File: src/rtl/swt_pkg.sv
// package for the sleep wakeup timer block: map, fields, timing, carriers
package swt_pkg;

   // ****************************************************************
   // register map (byte addresses, word index = address / 4)
   // ****************************************************************
   localparam logic [3:0] SWT_IDX_CTRL   = 4'h0;
   localparam logic [3:0] SWT_IDX_LOAD0  = 4'h1;
   localparam logic [3:0] SWT_IDX_LOAD1  = 4'h2;
   localparam logic [3:0] SWT_IDX_CNT0   = 4'h3;
   localparam logic [3:0] SWT_IDX_CNT1   = 4'h4;
   localparam logic [3:0] SWT_IDX_STAT   = 4'h5;
   localparam logic [3:0] SWT_IDX_EXP    = 4'h6;
   localparam logic [3:0] SWT_IDX_IMASK  = 4'h7;
   localparam logic [3:0] SWT_IDX_CALREF = 4'h8;
   localparam logic [3:0] SWT_IDX_CMD    = 4'h9;

   // ctrl fields
   localparam int SWT_CTRL_SLEEPRUN0 = 0;
   localparam int SWT_CTRL_SLEEPRUN1 = 1;
   localparam int SWT_CTRL_EXTSRC    = 2;
   localparam int SWT_CTRL_CALEN     = 3;
   localparam logic [31:0] SWT_CTRL_RST = 32'h0000_0003;

   // cmd fields (write-only pulses)
   localparam int SWT_CMD_STOP0 = 0;
   localparam int SWT_CMD_STOP1 = 1;

   // status fields: running0/1 at bits 0/1, calibration done at bit 2
   localparam int SWT_STAT_CALDONE = 2;

   // interrupt status/mask: expired0, expired1 at bits 0,1
   localparam logic [1:0] SWT_IMASK_RST = 2'h0;

   // ****************************************************************
   // timing
   // ****************************************************************
   localparam int SWT_MCLK_HZ   = 20_000_000;
   localparam int SWT_TICK_HZ   = 32_000;
   localparam int SWT_TICK_DIV  = SWT_MCLK_HZ / SWT_TICK_HZ;
   localparam int SWT_CAL_TICKS = 20;
   localparam int SWT_CAL_NOM   = 10000;
   // crystal rate as a phase step per mclk, in kHz to keep it narrow
   localparam int SWT_XTAL_HZ   = 16_000_000;
   localparam int SWT_XTAL_STEP = SWT_XTAL_HZ / 1000;
   localparam int SWT_XTAL_MOD  = SWT_MCLK_HZ / 1000;

   // ****************************************************************
   // carriers
   // ****************************************************************
   typedef struct packed {
      logic        read;
      logic        write;
      logic [5:0]  address;
      logic [31:0] writedata;
   } swt_req_t;

   typedef struct packed {
      logic        waitrequest;
      logic [31:0] readdata;
   } swt_rsp_t;

endpackage

File: src/rtl/swt_timers.sv
// two wakeup down-counters with slow clock calibration, avalon slave
//
// Operation
// - two 32-bit counters, one decrement per tick
// - deep sleep halts both counters
// - per-timer choice to run during sleep
// - zero crossing raises enabled interrupt or wakeup
// - counter keeps decrementing past zero until stopped
// - writing a count loads and starts timer
// - stop freezes value, no interrupt afterwards
// - running bit readable per timer
// - expired flag set when masked, read clears
// - calibration enable zeroes ref, starts timer 0
// - reference counts fast clock, holds at zero
// - twenty ticks nominal give ten thousand counts
// - slow clock from internal rc or external pin
module swt_timers
   import swt_pkg::*;
(
   input  wire logic        mclk,
   input  wire logic        arst_n,
   input  wire logic [5:0]  avs_address,
   input  wire logic        avs_read,
   input  wire logic        avs_write,
   input  wire logic [31:0] avs_writedata,
   output logic      [31:0] avs_readdata,
   output logic             avs_waitrequest,
   input  wire logic        rc_osc_clk,
   input  wire logic        external_slow_ref_input,
   input  wire logic        sleep_active,
   input  wire logic        deep_sleep_active,
   output logic             irq,
   output logic             wake_event
);

   // ****************************************************************
   // state
   // ****************************************************************
   typedef enum logic [1:0] {CAL_IDLE, CAL_RUN, CAL_DONE} swt_cal_t;

   typedef struct packed {
      logic [1:0][31:0] cnt;
      logic [1:0]       run;
      logic [1:0]       expd;
      logic [1:0]       imask;
      logic [3:0]       ctrl;
      logic [31:0]      calref;
      logic [15:0]      xph;
      swt_cal_t         cal;
      logic             ack;
      logic [31:0]      rdata;
   } swt_state_t;

   swt_state_t s_q;
   swt_state_t s_d;
   swt_req_t   req;
   swt_rsp_t   rsp;

   logic [1:0] sl_rise;
   logic       slow_src;
   logic       tick;

   assign req.read      = avs_read;
   assign req.write     = avs_write;
   assign req.address   = avs_address;
   assign req.writedata = avs_writedata;

   // ****************************************************************
   // slow clock select and crossing
   // ****************************************************************
   // sampled as a level: the slow clock is far below mclk/2
   swt_sync #(.W(2)) u_sync
   (
      .mclk     (mclk),
      .arst_n   (arst_n),
      .async_in ({external_slow_ref_input, rc_osc_clk}),
      .level    (),
      .rise     (sl_rise)
   );

   // selecting after sync avoids a glitch on the source mux
   assign slow_src = s_q.ctrl[SWT_CTRL_EXTSRC];
   assign tick     = slow_src ? sl_rise[1] : sl_rise[0];

   // ****************************************************************
   // next state
   // ****************************************************************
   logic [3:0]  idx;
   logic        wr;
   logic        rd;
   logic [1:0]  zero_hit;
   logic [1:0]  adv;
   logic [1:0]  stop_cmd;
   logic [1:0]  load_cmd;
   logic        cal_start;
   logic [15:0] xph_sum;
   logic        xtal_en;

   always_comb
   begin
      s_d       = s_q;
      idx       = req.address[5:2];
      wr        = req.write & ~s_q.ack;
      rd        = req.read & ~s_q.ack;
      zero_hit  = 2'h0;
      adv       = 2'h0;
      stop_cmd  = 2'h0;
      load_cmd  = 2'h0;
      cal_start = 1'b0;

      // 16 of every 20 mclk edges carry a crystal tick, no second clock
      xph_sum = s_q.xph + 16'(SWT_XTAL_STEP);
      xtal_en = (xph_sum >= 16'(SWT_XTAL_MOD));
      s_d.xph = xtal_en ? xph_sum - 16'(SWT_XTAL_MOD) : xph_sum;

      // one wait state per access, answer on the second edge
      s_d.ack = (req.read | req.write) & ~s_q.ack;

      if (wr && idx == SWT_IDX_CMD)
      begin
         stop_cmd = req.writedata[1:0];
      end
      load_cmd[0] = wr && idx == SWT_IDX_LOAD0;
      load_cmd[1] = wr && idx == SWT_IDX_LOAD1;
      cal_start   = wr && idx == SWT_IDX_CTRL
                    && req.writedata[SWT_CTRL_CALEN]
                    && !s_q.ctrl[SWT_CTRL_CALEN];

      for (int i = 0; i < 2; i++)
      begin
         adv[i] = tick && s_q.run[i] && !deep_sleep_active
                  && !(sleep_active && !s_q.ctrl[i]);
         if (adv[i])
         begin
            s_d.cnt[i] = s_q.cnt[i] - 32'h1;
            zero_hit[i] = (s_q.cnt[i] == 32'h1);
         end
         if (stop_cmd[i])
         begin
            s_d.run[i] = 1'b0;
            zero_hit[i] = 1'b0;
         end
         if (load_cmd[i])
         begin
            s_d.cnt[i] = req.writedata;
            s_d.run[i] = 1'b1;
            zero_hit[i] = 1'b0;
         end
      end

      if (wr && idx == SWT_IDX_CTRL)
      begin
         s_d.ctrl = req.writedata[3:0];
      end
      if (wr && idx == SWT_IDX_IMASK)
      begin
         s_d.imask = req.writedata[1:0];
      end

      // calibration: timer 0 counts down while ref counts crystal rate enables
      unique case (s_q.cal)
         CAL_IDLE:
         begin
            if (cal_start)
            begin
               s_d.calref = 32'h0;
               s_d.run[0] = 1'b1;
               s_d.cal    = CAL_RUN;
            end
         end
         CAL_RUN:
         begin
            // counts only on the crystal rate enable
            if (xtal_en)
            begin
               s_d.calref = s_q.calref + 32'h1;
            end
            if (zero_hit[0] || !s_q.ctrl[SWT_CTRL_CALEN])
            begin
               s_d.cal = CAL_DONE;
            end
         end
         CAL_DONE:
         begin
            if (!s_q.ctrl[SWT_CTRL_CALEN])
            begin
               s_d.cal = CAL_IDLE;
            end
         end
         default:
         begin
            s_d.cal = CAL_IDLE;
         end
      endcase

      // read clears flags; a new hit in the same cycle wins
      if (rd && idx == SWT_IDX_EXP)
      begin
         s_d.expd = 2'h0;
      end
      if (wr && idx == SWT_IDX_EXP)
      begin
         s_d.expd = s_q.expd & ~req.writedata[1:0];
      end
      s_d.expd = s_d.expd | zero_hit;

      if (rd)
      begin
         unique case (idx)
            SWT_IDX_CTRL:   s_d.rdata = {28'h0, s_q.ctrl};
            SWT_IDX_LOAD0:  s_d.rdata = s_q.cnt[0];
            SWT_IDX_LOAD1:  s_d.rdata = s_q.cnt[1];
            SWT_IDX_CNT0:   s_d.rdata = s_q.cnt[0];
            SWT_IDX_CNT1:   s_d.rdata = s_q.cnt[1];
            SWT_IDX_STAT:   s_d.rdata = {29'h0, s_q.cal == CAL_DONE,
                                         s_q.run};
            SWT_IDX_EXP:    s_d.rdata = {30'h0, s_q.expd};
            SWT_IDX_IMASK:  s_d.rdata = {30'h0, s_q.imask};
            SWT_IDX_CALREF: s_d.rdata = s_q.calref;
            default:        s_d.rdata = 32'h0;
         endcase
      end
   end

   // ****************************************************************
   // registers
   // ****************************************************************
   always_ff @(posedge mclk or negedge arst_n)
   begin
      if (!arst_n)
      begin
         s_q.cnt    <= '0;
         s_q.run    <= 2'h0;
         s_q.expd   <= 2'h0;
         s_q.imask  <= SWT_IMASK_RST;
         s_q.ctrl   <= SWT_CTRL_RST[3:0];
         s_q.calref <= 32'h0;
         s_q.xph    <= 16'h0;
         s_q.cal    <= CAL_IDLE;
         s_q.ack    <= 1'b0;
         s_q.rdata  <= 32'h0;
      end
      else
      begin
         s_q <= s_d;
      end
   end

   // ****************************************************************
   // outputs
   // ****************************************************************
   assign rsp.waitrequest = (req.read | req.write) & ~s_q.ack;
   assign rsp.readdata    = s_q.rdata;
   assign avs_waitrequest = rsp.waitrequest;
   assign avs_readdata    = rsp.readdata;
   assign irq        = |(s_q.expd & s_q.imask);
   assign wake_event = irq & sleep_active;

endmodule // swt_timers

File: src/rtl/swt_sync.sv
// two flop synchroniser with edge output, one bit per generate entry
module swt_sync
   import swt_pkg::*;
#(
   parameter int W = 2
)
(
   input  wire logic         mclk,
   input  wire logic         arst_n,
   input  wire logic [W-1:0] async_in,
   output logic      [W-1:0] level,
   output logic      [W-1:0] rise
);
   genvar gi;
   generate
      for (gi = 0; gi < W; gi++)
      begin : g_bit
         logic [2:0] sh_q;
         always_ff @(posedge mclk or negedge arst_n)
         begin
            if (!arst_n)
               sh_q <= 3'h0;
            else
               sh_q <= {sh_q[1:0], async_in[gi]};
         end
         // first flop feeds only the second one
         assign level[gi] = sh_q[1];
         assign rise[gi]  = sh_q[1] & ~sh_q[2];
      end
   endgenerate
endmodule // swt_sync

File: config.mk
export PLATFORM = sky130hd
export DESIGN_NAME = swt_timers
export DESIGN_NICKNAME = d
export VERILOG_FILES = /design/src/rtl/swt_pkg.sv /design/src/rtl/swt_timers.sv /design/src/rtl/swt_sync.sv
export SDC_FILE = /design/constraint.sdc
export NUM_CORES = 1
export LEC_CHECK = 0
export ABC_AREA = 1
export BUFFER_PORTS_ARGS = -buffer_cell sky130_fd_sc_hd__buf_2
export CAP_MARGIN = 15
export CELL_PAD_IN_SITES_DETAIL_PLACEMENT = 1
export CELL_PAD_IN_SITES_GLOBAL_PLACEMENT = 1
export CORE_MARGIN = 10
export CORE_UTILIZATION = 24
export DETAILED_ROUTE_END_ITERATION = 12
export HOLD_SLACK_MARGIN = 0.08
export PLACE_DENSITY_LB_ADDON = 0.1
export SETUP_SLACK_MARGIN = 0.3
export SYNTH_ARGS = -nofsm -noshare
export SYNTH_HDL_FRONTEND = slang
export SYNTH_SLANG_ARGS = --single-unit
File: constraint.sdc
create_clock -name mclk -period 2.2 [get_ports mclk]
set_clock_uncertainty 0.05 [all_clocks]
set_input_delay 0.11 -clock mclk [delete_from_list [all_inputs] [get_ports mclk]]
set_output_delay 0.11 -clock mclk [all_outputs]
set_load 0.02 [all_outputs]
==> load_flow_metrics.sql, run 1 <==
INSERT INTO impl_metrics (metric_group, metric, value, unit) VALUES
('yosys', 'synth.top_cell.area_share', '38.6', '%'),
('final_layout', 'final.fill_count', '5099', ''),
('grt', 'grt.overflow.total', '0', ''),
('clocking', 'clkSlewWorstSetupHoldPaths', '0.07', 'ns'),
('setup_path', 'timing.critical_path.slowest_cell_delay', '0.42', 'ns'),
('placement', 'postPlaceCellArea', '0.0114', 'mm²'),
('clocking', 'clock_sink_total', '158', ''),
('setup_path', 'crit_path_max_fanout', '7', ''),
('route', 'vias', '10100', ''),
('yosys', 'ys_dominant_reg_cell', 'sky130_fd_sc_hd__dfrtp_1', ''),
('placement', 'gp_routability_congestion', '0.883', ''),
('sta', 'period_share', '89.9', '%'),
('setup_path', 'cp_cell_sequence', 'ha_4, inv_2, nand4_1, nand2_2, xor2_4, nand3_4, nand2_8, nand2_8, clkbuf_16, nand2_2, nand2_1', ''),
('final_layout', 'multi_input_area', '0.00558', 'mm²'),
('grt', 'grt_first_pass_wirelength', '66500', 'µm'),
('yosys', 'yosysWarnings', '0', ''),
('clocking', 'cts_tree', 'built', ''),
('floorplan', 'core-area', '0.0418', 'mm²'),
('yosys', 'synth.most_common_cell', 'sky130_fd_sc_hd__nand2_1', ''),
('placement', 'port_buffers', '78', ''),
('final_layout', 'ff_latch_area', '0.00396', 'mm²'),
('route', 'dr_wl_met2', '21200', 'µm'),
('route', 'routed-wl-met3', '1090', 'µm'),
('grt', 'grt_pass1_vias', '10900', ''),
('route', 'routedLengthMet1', '20100', 'µm'),
('final_layout', 'final_net_count', '1632', ''),
('route', 'wl_per_cell', '20.2', 'µm'),
('setup_path', 'critical-path-slowest-cell', 'sky130_fd_sc_hd__dfrtp_1', ''),
('yosys', 'synth_edf_count', '0', ''),
('route', 'totalWireLength', '43100', 'µm'),
('setup_path', 'worst_ep_required_time', '2.50', 'ns'),
('route', 'route.antenna.remaining_nets', '0', ''),
('floorplan', 'floorplan.initialDensity', '24.2', '%'),
('sta', 'max_freq', '506', 'MHz'),
('sta', 'slew-limit-headroom', '65.6', '%'),
('sta', 'fin_crit', '1.98', 'ns'),
('yosys', 'mappedNetlistNets', '1469', ''),
('setup_path', 'worstSetupEndpointType', 'flop', ''),
('power', 'power-per-cell-area', '981', 'mW/mm²'),
('setup_path', 'cp_data_arrival_time', '2.28', 'ns'),
('sta', 'report.final.hold_viol_count', '0', ''),
('route', 'remaining_drc_errors', '0', ''),
('sta', 'max_slew.worst_pin.slew', '0.510', 'ns'),
('grt', 'grt_max_degree', '62', ''),
('yosys', 'syn_inst', '1415', ''),
('floorplan', 'dieWidth', '225', 'µm'),
('route', 'via_per_inst', '4.73', ''),
('clocking', 'cts-root-buf', 'sky130_fd_sc_hd__clkbuf_16', ''),
('clocking', 'clkLatencyLatePin', '0.46', 'ns'),
('yosys', 'netlist.top_cell.by_area', 'sky130_fd_sc_hd__dfrtp_1', ''),
('power', 'power.static_leakage', '5.97', 'nW'),
('hold_path', 'timing.hold.worst.class', 'input port to flop', ''),
('yosys', 'yosys.cell_types.count', '47', ''),
('placement', 'hpwl', '33600', 'µm'),
('yosys', 'ys_ff_latch', '158', ''),
('sta', 'timing.final.setup_violations', '0', ''),
('clocking', 'max-clock-path-buffers', '2', ''),
('sta', 'setup-tns-final', '0', 'ns'),
('sta', 'finalMaxSlewViolations', '0', ''),
('floorplan', 'number_of_top_level_pins', '81', ''),
('final_layout', 'final_layout_size_suffix_gt1_share', '22.3', '%'),
('setup_path', 'worstSetupPathType', 'flop to flop', ''),
('run_status', 'run_status', 'completed', ''),
('sta', 'rsz0062_at_grt', 'yes', ''),
('yosys', 'synth_area_leaders', 'sky130_fd_sc_hd__dfrtp_1, sky130_fd_sc_hd__nand2_1, sky130_fd_sc_hd__nor2_1', ''),
('grt', 'initial_antenna_violation_count', '0', ''),
('route', 'highest-signal-layer', 'met4', ''),
('final_layout', 'diodes', '0', ''),
('flow_run', 'maxCapViolations', '0', ''),
('yosys', 'synth-async-reset-ratio', '100', '%'),
('final_layout', 'layout-area-overhead-vs-synth', '29.8', '%');
==> cell type report <==
cell class | count | area share, %
sequential | 158 | 30.2
multi-input combinational | 1029 | 42.5
inverter | 152 | 4.61
timing repair buffer | 220 | 12.8
tap | 539 | 5.14
clock buffer | 20 | 3.41
clock inverter | 11 | 1.27
==> worst max-delay path: cells and delay by family (launching register included) <==
family | cells | cell delay, ns
xor+xnor | 1 | 0.19
simple gates | 7 | 0.74
fa+ha+maj | 1 | 0.20
buf+inv | 2 | 0.24
flops | 1 | 0.42
==> final timing paths <==
kind / startpoint / to / slack [ns] / depth (start not counted)
setup reg to reg: s_q[42]$_DFF_PN0_ / s_q[80]$_DFFE_PN0P_ / 0.22 / 11
min in group asynchronous: arst_n / s_q[42]$_DFF_PN0_ / 0.11 / 2
setup / recovery: s_q[42]$_DFF_PN0_ / s_q[80]$_DFFE_PN0P_ / 0.22 / 11
hold reg to reg: u_sync.g_bit[1].sh_q[0]$_DFF_PN0_ / u_sync.g_bit[1].sh_q[1]$_DFF_PN0_ / 0.30 / 0
max in group asynchronous: arst_n / s_q[102]$_DFFE_PN0P_ / 1.36 / 3
hold / removal: avs_read / avs_readdata[1]$_DFFE_PN0P_ / 0.09 / 6
==> through the flow <==
stage | hold WS, ns | setup slack, ns | utilization [%] | cells | power [mW]
final | 0.0856 | 0.222 | 31.4 | 2129 | 12.9
after global routing | 0.114 | 0.107 | 31.4 | 2129 | 13.8
after CTS | 0.0833 | 0.172 | 30.0 | 2109 | 12.6
after detailed placement | 0.0481 | 0.116 | 27.2 | 2032 | 9.06
after global placement | 0.0469 | 0.155 | 27.2 | 2032 | 9.00
after floorplan | -0.236 | 0.300 | - | 1415 | 7.11
==> routing by layer <==
layer | vias up | GRT usage (%)
met4 | 0 | 4.51
met3 | 35 | 2.50
met1 | 5008 | 22.4
met2 | 110 | 29.5
met5 | - | 0
li1 | 4918 | -
==> cell families (layout without fill, tap and decap cells) <==
family	Yosys count	in the layout	synth area share, %
AO/OA/AOI/OAI	206	206	12.4
XOR/XNOR	65	65	5.71
adder cells (fa/ha/maj)	8	8	0.991
buffers and inverters	228	403	10.2
flip-flops	158	158	39.2
AND/OR/NAND/NOR	750	750	31.6
==> cells in the final DEF (no fill, tap or decap), types with 6 or more instances in the layout <==
cell,count
sky130_fd_sc_hd__nand2_4,11
sky130_fd_sc_hd__nand2_1,345
sky130_fd_sc_hd__buf_6,11
sky130_fd_sc_hd__buf_12,6
sky130_fd_sc_hd__o21ai_1,11
sky130_fd_sc_hd__nor3_1,26
sky130_fd_sc_hd__inv_1,137
sky130_fd_sc_hd__o211ai_1,14
sky130_fd_sc_hd__o21ai_0,70
sky130_fd_sc_hd__o22ai_1,23
sky130_fd_sc_hd__o221ai_1,31
sky130_fd_sc_hd__nand2_2,34
sky130_fd_sc_hd__buf_2,77
sky130_fd_sc_hd__buf_4,90
sky130_fd_sc_hd__clkbuf_16,18
sky130_fd_sc_hd__nor2_2,33
sky130_fd_sc_hd__nand4_1,27
sky130_fd_sc_hd__nand3_2,7
sky130_fd_sc_hd__dfrtp_1,151
sky130_fd_sc_hd__nor3_2,6
sky130_fd_sc_hd__o21bai_1,7
sky130_fd_sc_hd__inv_2,10
sky130_fd_sc_hd__xor2_1,53
sky130_fd_sc_hd__nand3_1,90
sky130_fd_sc_hd__nor2_1,141
sky130_fd_sc_hd__nor2_4,13
sky130_fd_sc_hd__dlygate4sd3_1,35
sky130_fd_sc_hd__xnor2_1,11
sky130_fd_sc_hd__a21oi_1,41
==> sequential cells by signal, indices dropped and copies added, names as in the netlist <==
name and flops:
u_sync.g_bit.sh_q 6, avs_readdata 32, s_q 120
==> where the power goes <==
group,switching [mW],internal (mW)
clock,1.34,1.92
sequential,0.854,3.63
combinational,3.22,1.90
==> timing repair <==
| item | CTS | global route |
|---|---|---|
| hold buffers | 35 | 0 |
| pin swaps | 6 | 23 |
| endpoints found under the setup margin | 67 | 84 |
| hold endpoints to repair | 228 | 0 |
| resized for setup | 38 | 116 |
| gates cloned | 0 | 1 |
| buffers inserted | 11 | 19 |
Power figures use the tool's default switching activity.
==> inputs of run 2 (changes only) <==
--- a/config.mk
+++ b/config.mk
@@ -5,7 +5,6 @@
 export SDC_FILE = /design/constraint.sdc
 export NUM_CORES = 1
 export LEC_CHECK = 0
-export ABC_AREA = 1
 export BUFFER_PORTS_ARGS = -buffer_cell sky130_fd_sc_hd__buf_2
 export CAP_MARGIN = 15
 export CELL_PAD_IN_SITES_DETAIL_PLACEMENT = 1
==> constraint.sdc (replaced) <==
create_clock -name mclk -period 1.7 [get_ports mclk]
set_clock_uncertainty 0.05 [all_clocks]
set_input_delay 0.085 -clock mclk [delete_from_list [all_inputs] [get_ports mclk]]
set_output_delay 0.085 -clock mclk [all_outputs]
set_load 0.02 [all_outputs]
==> load_flow_metrics.sql, run 2 <==
INSERT INTO impl_metrics (metric_group, metric, value, unit) VALUES
('power', 'power-per-cell-area', '908', 'mW/mm²'),
('yosys', 'yosys.cell_types.count', '64', ''),
('setup_path', 'timing.critical_path.slowest_cell_delay', '0.41', 'ns'),
('power', 'clock_power_share', '28.0', '%'),
('run_status', 'failing_checks', 'negative setup slack', ''),
('floorplan', 'dieWidth', '210', 'µm'),
('power', 'worst_ir_drop_vdd', '0.709', 'mV'),
('hold_path', 'timing.hold.worst.class', 'input port to flop', ''),
('yosys', 'avgSynthCellArea', '9.29', 'µm²'),
('final_layout', 'largest_register_ffs', '120', ''),
('yosys', 'synth.top_cell.area_share', '45.0', '%'),
('placement', 'dp_cells', '1663', ''),
('yosys', 'synth-seq-area-share', '45.6', '%'),
('route', 'wl_per_cell', '19.8', 'µm'),
('floorplan', 'die_height', '210', 'µm'),
('yosys', 'ys_ff_latch', '158', ''),
('final_layout', 'layout_commonest_cell', 'sky130_fd_sc_hd__buf_4', ''),
('sta', 'period_share', '164', '%'),
('route', 'via_per_inst', '4.75', ''),
('clocking', 'max-clock-path-buffers', '2', ''),
('setup_path', 'worstSetupEndpointType', 'flop', ''),
('yosys', 'synth_xor_xnor_area_share', '9.90', '%'),
('final_layout', 'final_design_area_no_fill', '0.0151', 'mm²'),
('floorplan', 'number_of_top_level_pins', '81', ''),
('yosys', 'mappedNetlistNets', '987', ''),
('route', 'drt_first_pass_iters', '8', ''),
('final_layout', 'instances_no_fill', '1804', ''),
('yosys', 'synth_common_cells', 'sky130_fd_sc_hd__dfrtp_1, sky130_fd_sc_hd__nor2_1, sky130_fd_sc_hd__xnor2_1', ''),
('final_layout', 'layout_common_cells', 'sky130_fd_sc_hd__buf_4, sky130_fd_sc_hd__dfrtp_1, sky130_fd_sc_hd__nor2_1', ''),
('sta', 'fin_crit', '2.78', 'ns'),
('yosys', 'netlist.top_cell.by_area', 'sky130_fd_sc_hd__dfrtp_1', ''),
('yosys', 'syn_inst', '933', ''),
('clocking', 'clkLatencyLatePin', '0.45', 'ns'),
('final_layout', 'layout-area-overhead-vs-synth', '73.8', '%'),
('sta', 'max_slew.worst_pin.slew', '0.751', 'ns'),
('setup_path', 'cp_cell_sequence', 'or3_4, or3_4, or3_4, or3b_4, or3_1, xnor2_1, mux2_2', ''),
('setup_path', 'crit_path_max_fanout', '4', ''),
('flow_run', 'maxCapViolations', '0', ''),
('sta', 'slew-limit-headroom', '49.9', '%'),
('yosys', 'synth_area_leaders', 'sky130_fd_sc_hd__dfrtp_1, sky130_fd_sc_hd__xnor2_1, sky130_fd_sc_hd__nor2_1', ''),
('setup_path', 'worstSetupPathType', 'flop to flop', ''),
('clocking', 'clock_sink_total', '158', ''),
('setup_path', 'critPathLaunchType', 'flop', ''),
('yosys', 'synth_area', '0.00867', 'mm²'),
('yosys', 'yosysWarnings', '0', ''),
('grt', 'groute.usage.overall', '15.8', '%'),
('grt', 'grt_first_pass_wirelength', '54900', 'µm'),
('power', 'seqPwrFrac', '36.4', '%'),
('route', 'first_iter_violations', '453', ''),
('power', 'comb_power_share', '35.6', '%'),
('setup_path', 'worst_ep_required_time', '1.98', 'ns'),
('sta', 'timing.final.setup_violations', '116', ''),
('sta', 'finalMaxSlewViolations', '0', ''),
('route', 'remaining_drc_errors', '0', ''),
('final_layout', 'diodes', '0', ''),
('route', 'vias', '8571', ''),
('yosys', 'synth_compound_gate_area_share', '13.1', '%'),
('final_layout', 'final_net_count', '1385', ''),
('power', 'power.static_leakage', '6.46', 'nW'),
('final_layout', 'final_layout_size_suffix_gt1_share', '52.0', '%'),
('hold_path', 'source_of_the_worst_hold_timing_path', 'avs_writedata[0]', ''),
('grt', 'grt_max_degree', '40', ''),
('placement', 'port_buffers', '78', ''),
('clocking', 'cts_tree', 'built', ''),
('yosys', 'ys_dominant_reg_cell', 'sky130_fd_sc_hd__dfrtp_1', ''),
('floorplan', 'fp.dieArea', '0.0441', 'mm²'),
('sta', 'report.final.hold_viol_count', '0', ''),
('sta', 'worst_slack', '-1.08', 'ns'),
('grt', 'initial_antenna_violation_count', '0', ''),
('setup_path', 'cp_data_arrival_time', '3.06', 'ns'),
('final_layout', 'registers.top_by_ff_count', 's_q', ''),
('clocking', 'cts-root-buf', 'sky130_fd_sc_hd__clkbuf_16', ''),
('final_layout', 'final.fill_count', '3950', ''),
('placement', 'postPlaceCellArea', '0.0119', 'mm²'),
('power', 'power_switching_share', '33.7', '%'),
('floorplan', 'core.rowCount', '69', ''),
('setup_path', 'critPathMostFrequentCell', 'sky130_fd_sc_hd__or3_4', ''),
('floorplan', 'core-area', '0.0356', 'mm²'),
('clocking', 'cts-buffers-inserted', '17', ''),
('placement', 'hpwl', '25000', 'µm'),
('clocking', 'clkSlewWorstSetupHoldPaths', '0.07', 'ns'),
('sta', 'max_freq', '360', 'MHz'),
('grt', 'grt_pass1_vias', '9340', ''),
('setup_path', 'critical-path-slowest-cell', 'sky130_fd_sc_hd__or3b_4', ''),
('setup_path', 'crit_path_start', 's_q[98]$_DFFE_PN0P_', ''),
('yosys', 'synth_top_family_by_area', 'simple AND/OR/NAND/NOR gates', ''),
('grt', 'grt.overflow.total', '0', ''),
('power', 'psw', '4.61', 'mW'),
('yosys', 'synth.most_common_cell', 'sky130_fd_sc_hd__dfrtp_1', ''),
('power', 'internal_power', '9.08', 'mW'),
('route', 'totalWireLength', '35800', 'µm'),
('yosys', 'synth_edf_count', '0', ''),
('clocking', 'cts_max_level', '4', ''),
('floorplan', 'floorplan.initialDensity', '24.4', '%'),
('yosys', 'adder_cell_fraction_of_synth_area', '1.15', '%'),
('yosys', 'post_synth_and_or_nand_nor_area_fraction', '22.2', '%'),
('yosys', 'post_synth_mux_area_share', '2.40', '%'),
('route', 'route.antenna.remaining_nets', '0', ''),
('power', 'total_power', '13.7', 'mW'),
('placement', 'gp_routability_congestion', '0.790', ''),
('run_status', 'run_status', 'complete, but fails checks', ''),
('sta', 'setup-tns-final', '-76.38', 'ns'),
('sta', 'rsz0062_at_grt', 'yes', ''),
('yosys', 'synth-async-reset-ratio', '100', '%'),
('setup_path', 'regToRegStartpoint', 's_q[98]$_DFFE_PN0P_', '');
## run 2: changes by cell type in the layout (fill, tap and decap cells not counted), moves of 39 or more
cell	before	now
sky130_fd_sc_hd__nand2_1	345	57
sky130_fd_sc_hd__inv_1	137	17
sky130_fd_sc_hd__xor2_1	53	14
sky130_fd_sc_hd__nand3_1	90	12
sky130_fd_sc_hd__xnor2_1	11	63
sky130_fd_sc_hd__buf_6	11	62
sky130_fd_sc_hd__buf_4	90	245
sky130_fd_sc_hd__nor2_1	141	101
sky130_fd_sc_hd__o21ai_0	70	5
## run 2: logic make-up after synthesis
kind of cell,after synthesis
AOI/OAI and AO/OA,178
xor gates and xnor gates,98
adders and majority gates,8
buffers and inverters,97
DFF,158
muxes,19
and+or+nand+nor,375
## run 2: power by group through the flow
stage | Sequential (mW) | Combinational (mW) | Clock, mW
after detailed placement | 5.03 | 4.02 | 0
final | 4.98 | 4.87 | 3.83
after global placement | 5.02 | 3.99 | 0
after floorplan | 5.19 | 1.78 | 0
after global routing | 5.08 | 5.28 | 4.11
after CTS | 4.97 | 4.46 | 3.98
## run 2: routing by layer
metal	track usage (%)	part of all wire, %	wire length [µm]
met2	26.8	50	17800
met1	20.7	47	16700
met4	3.47	1.4	504
met5	0	0	0
met3	2.50	2.1	757
## run 2: repair_timing
action / CTS / global route
setup buffers: 36 / 28
hold buffers: 38 / 0
pin swaps: 97 / 104
setup endpoints to repair: 154 / 181
hold endpoints to repair: 233 / 0
cloned: 3 / 5
gates resized for setup: 185 / 164
## run 2: worst paths after layout
check / endpoint / slack [ns] / depth (start not counted)
setup / recovery: s_q[114]$_DFFE_PN0P_ / -1.08 / 7
hold / removal: s_q[91]$_DFF_PN0_ / 0.14 / 5
setup reg to reg: s_q[114]$_DFFE_PN0P_ / -1.08 / 7
hold reg to reg: u_sync.g_bit[1].sh_q[1]$_DFF_PN0_ / 0.31 / 0
max in group asynchronous: s_q[64]$_DFFE_PN0P_ / 0.42 / 5
min in group asynchronous: avs_readdata[7]$_DFFE_PN0P_ / 0.61 / 3
## run 2: layout make-up
cell class | instances | area [µm²] | share of cell area (%)
clock buffer | 20 | 437 | 2.90
timing repair buffer | 459 | 4080 | 27.1
tap | 461 | 577 | 3.83
clock inverter | 11 | 119 | 0.789
multi-input combinational | 678 | 5830 | 38.7
sequential | 158 | 3960 | 26.3
inverter | 17 | 63.8 | 0.424
## run 2: worst max-delay path, delay by kind of cell, from the launching register on
kind | cells | cell delay, ns
xor+xnor | 1 | 0.13
flops | 1 | 0.39
mux | 1 | 0.26
simple gates | 5 | 1.83
## run 2: through the flow
stage	hold slack, ns	utilization, %	setup WS (ns)
3_3_place_gp	-0.0362	33.5	-1.04
2_1_floorplan	-0.261	-	-1.03
5_1_grt	0.141	42.4	-1.14
4_1_cts	0.110	39.6	-1.06
6_report	0.137	42.4	-1.08
3_5_place_dp	-0.0328	33.5	-1.06
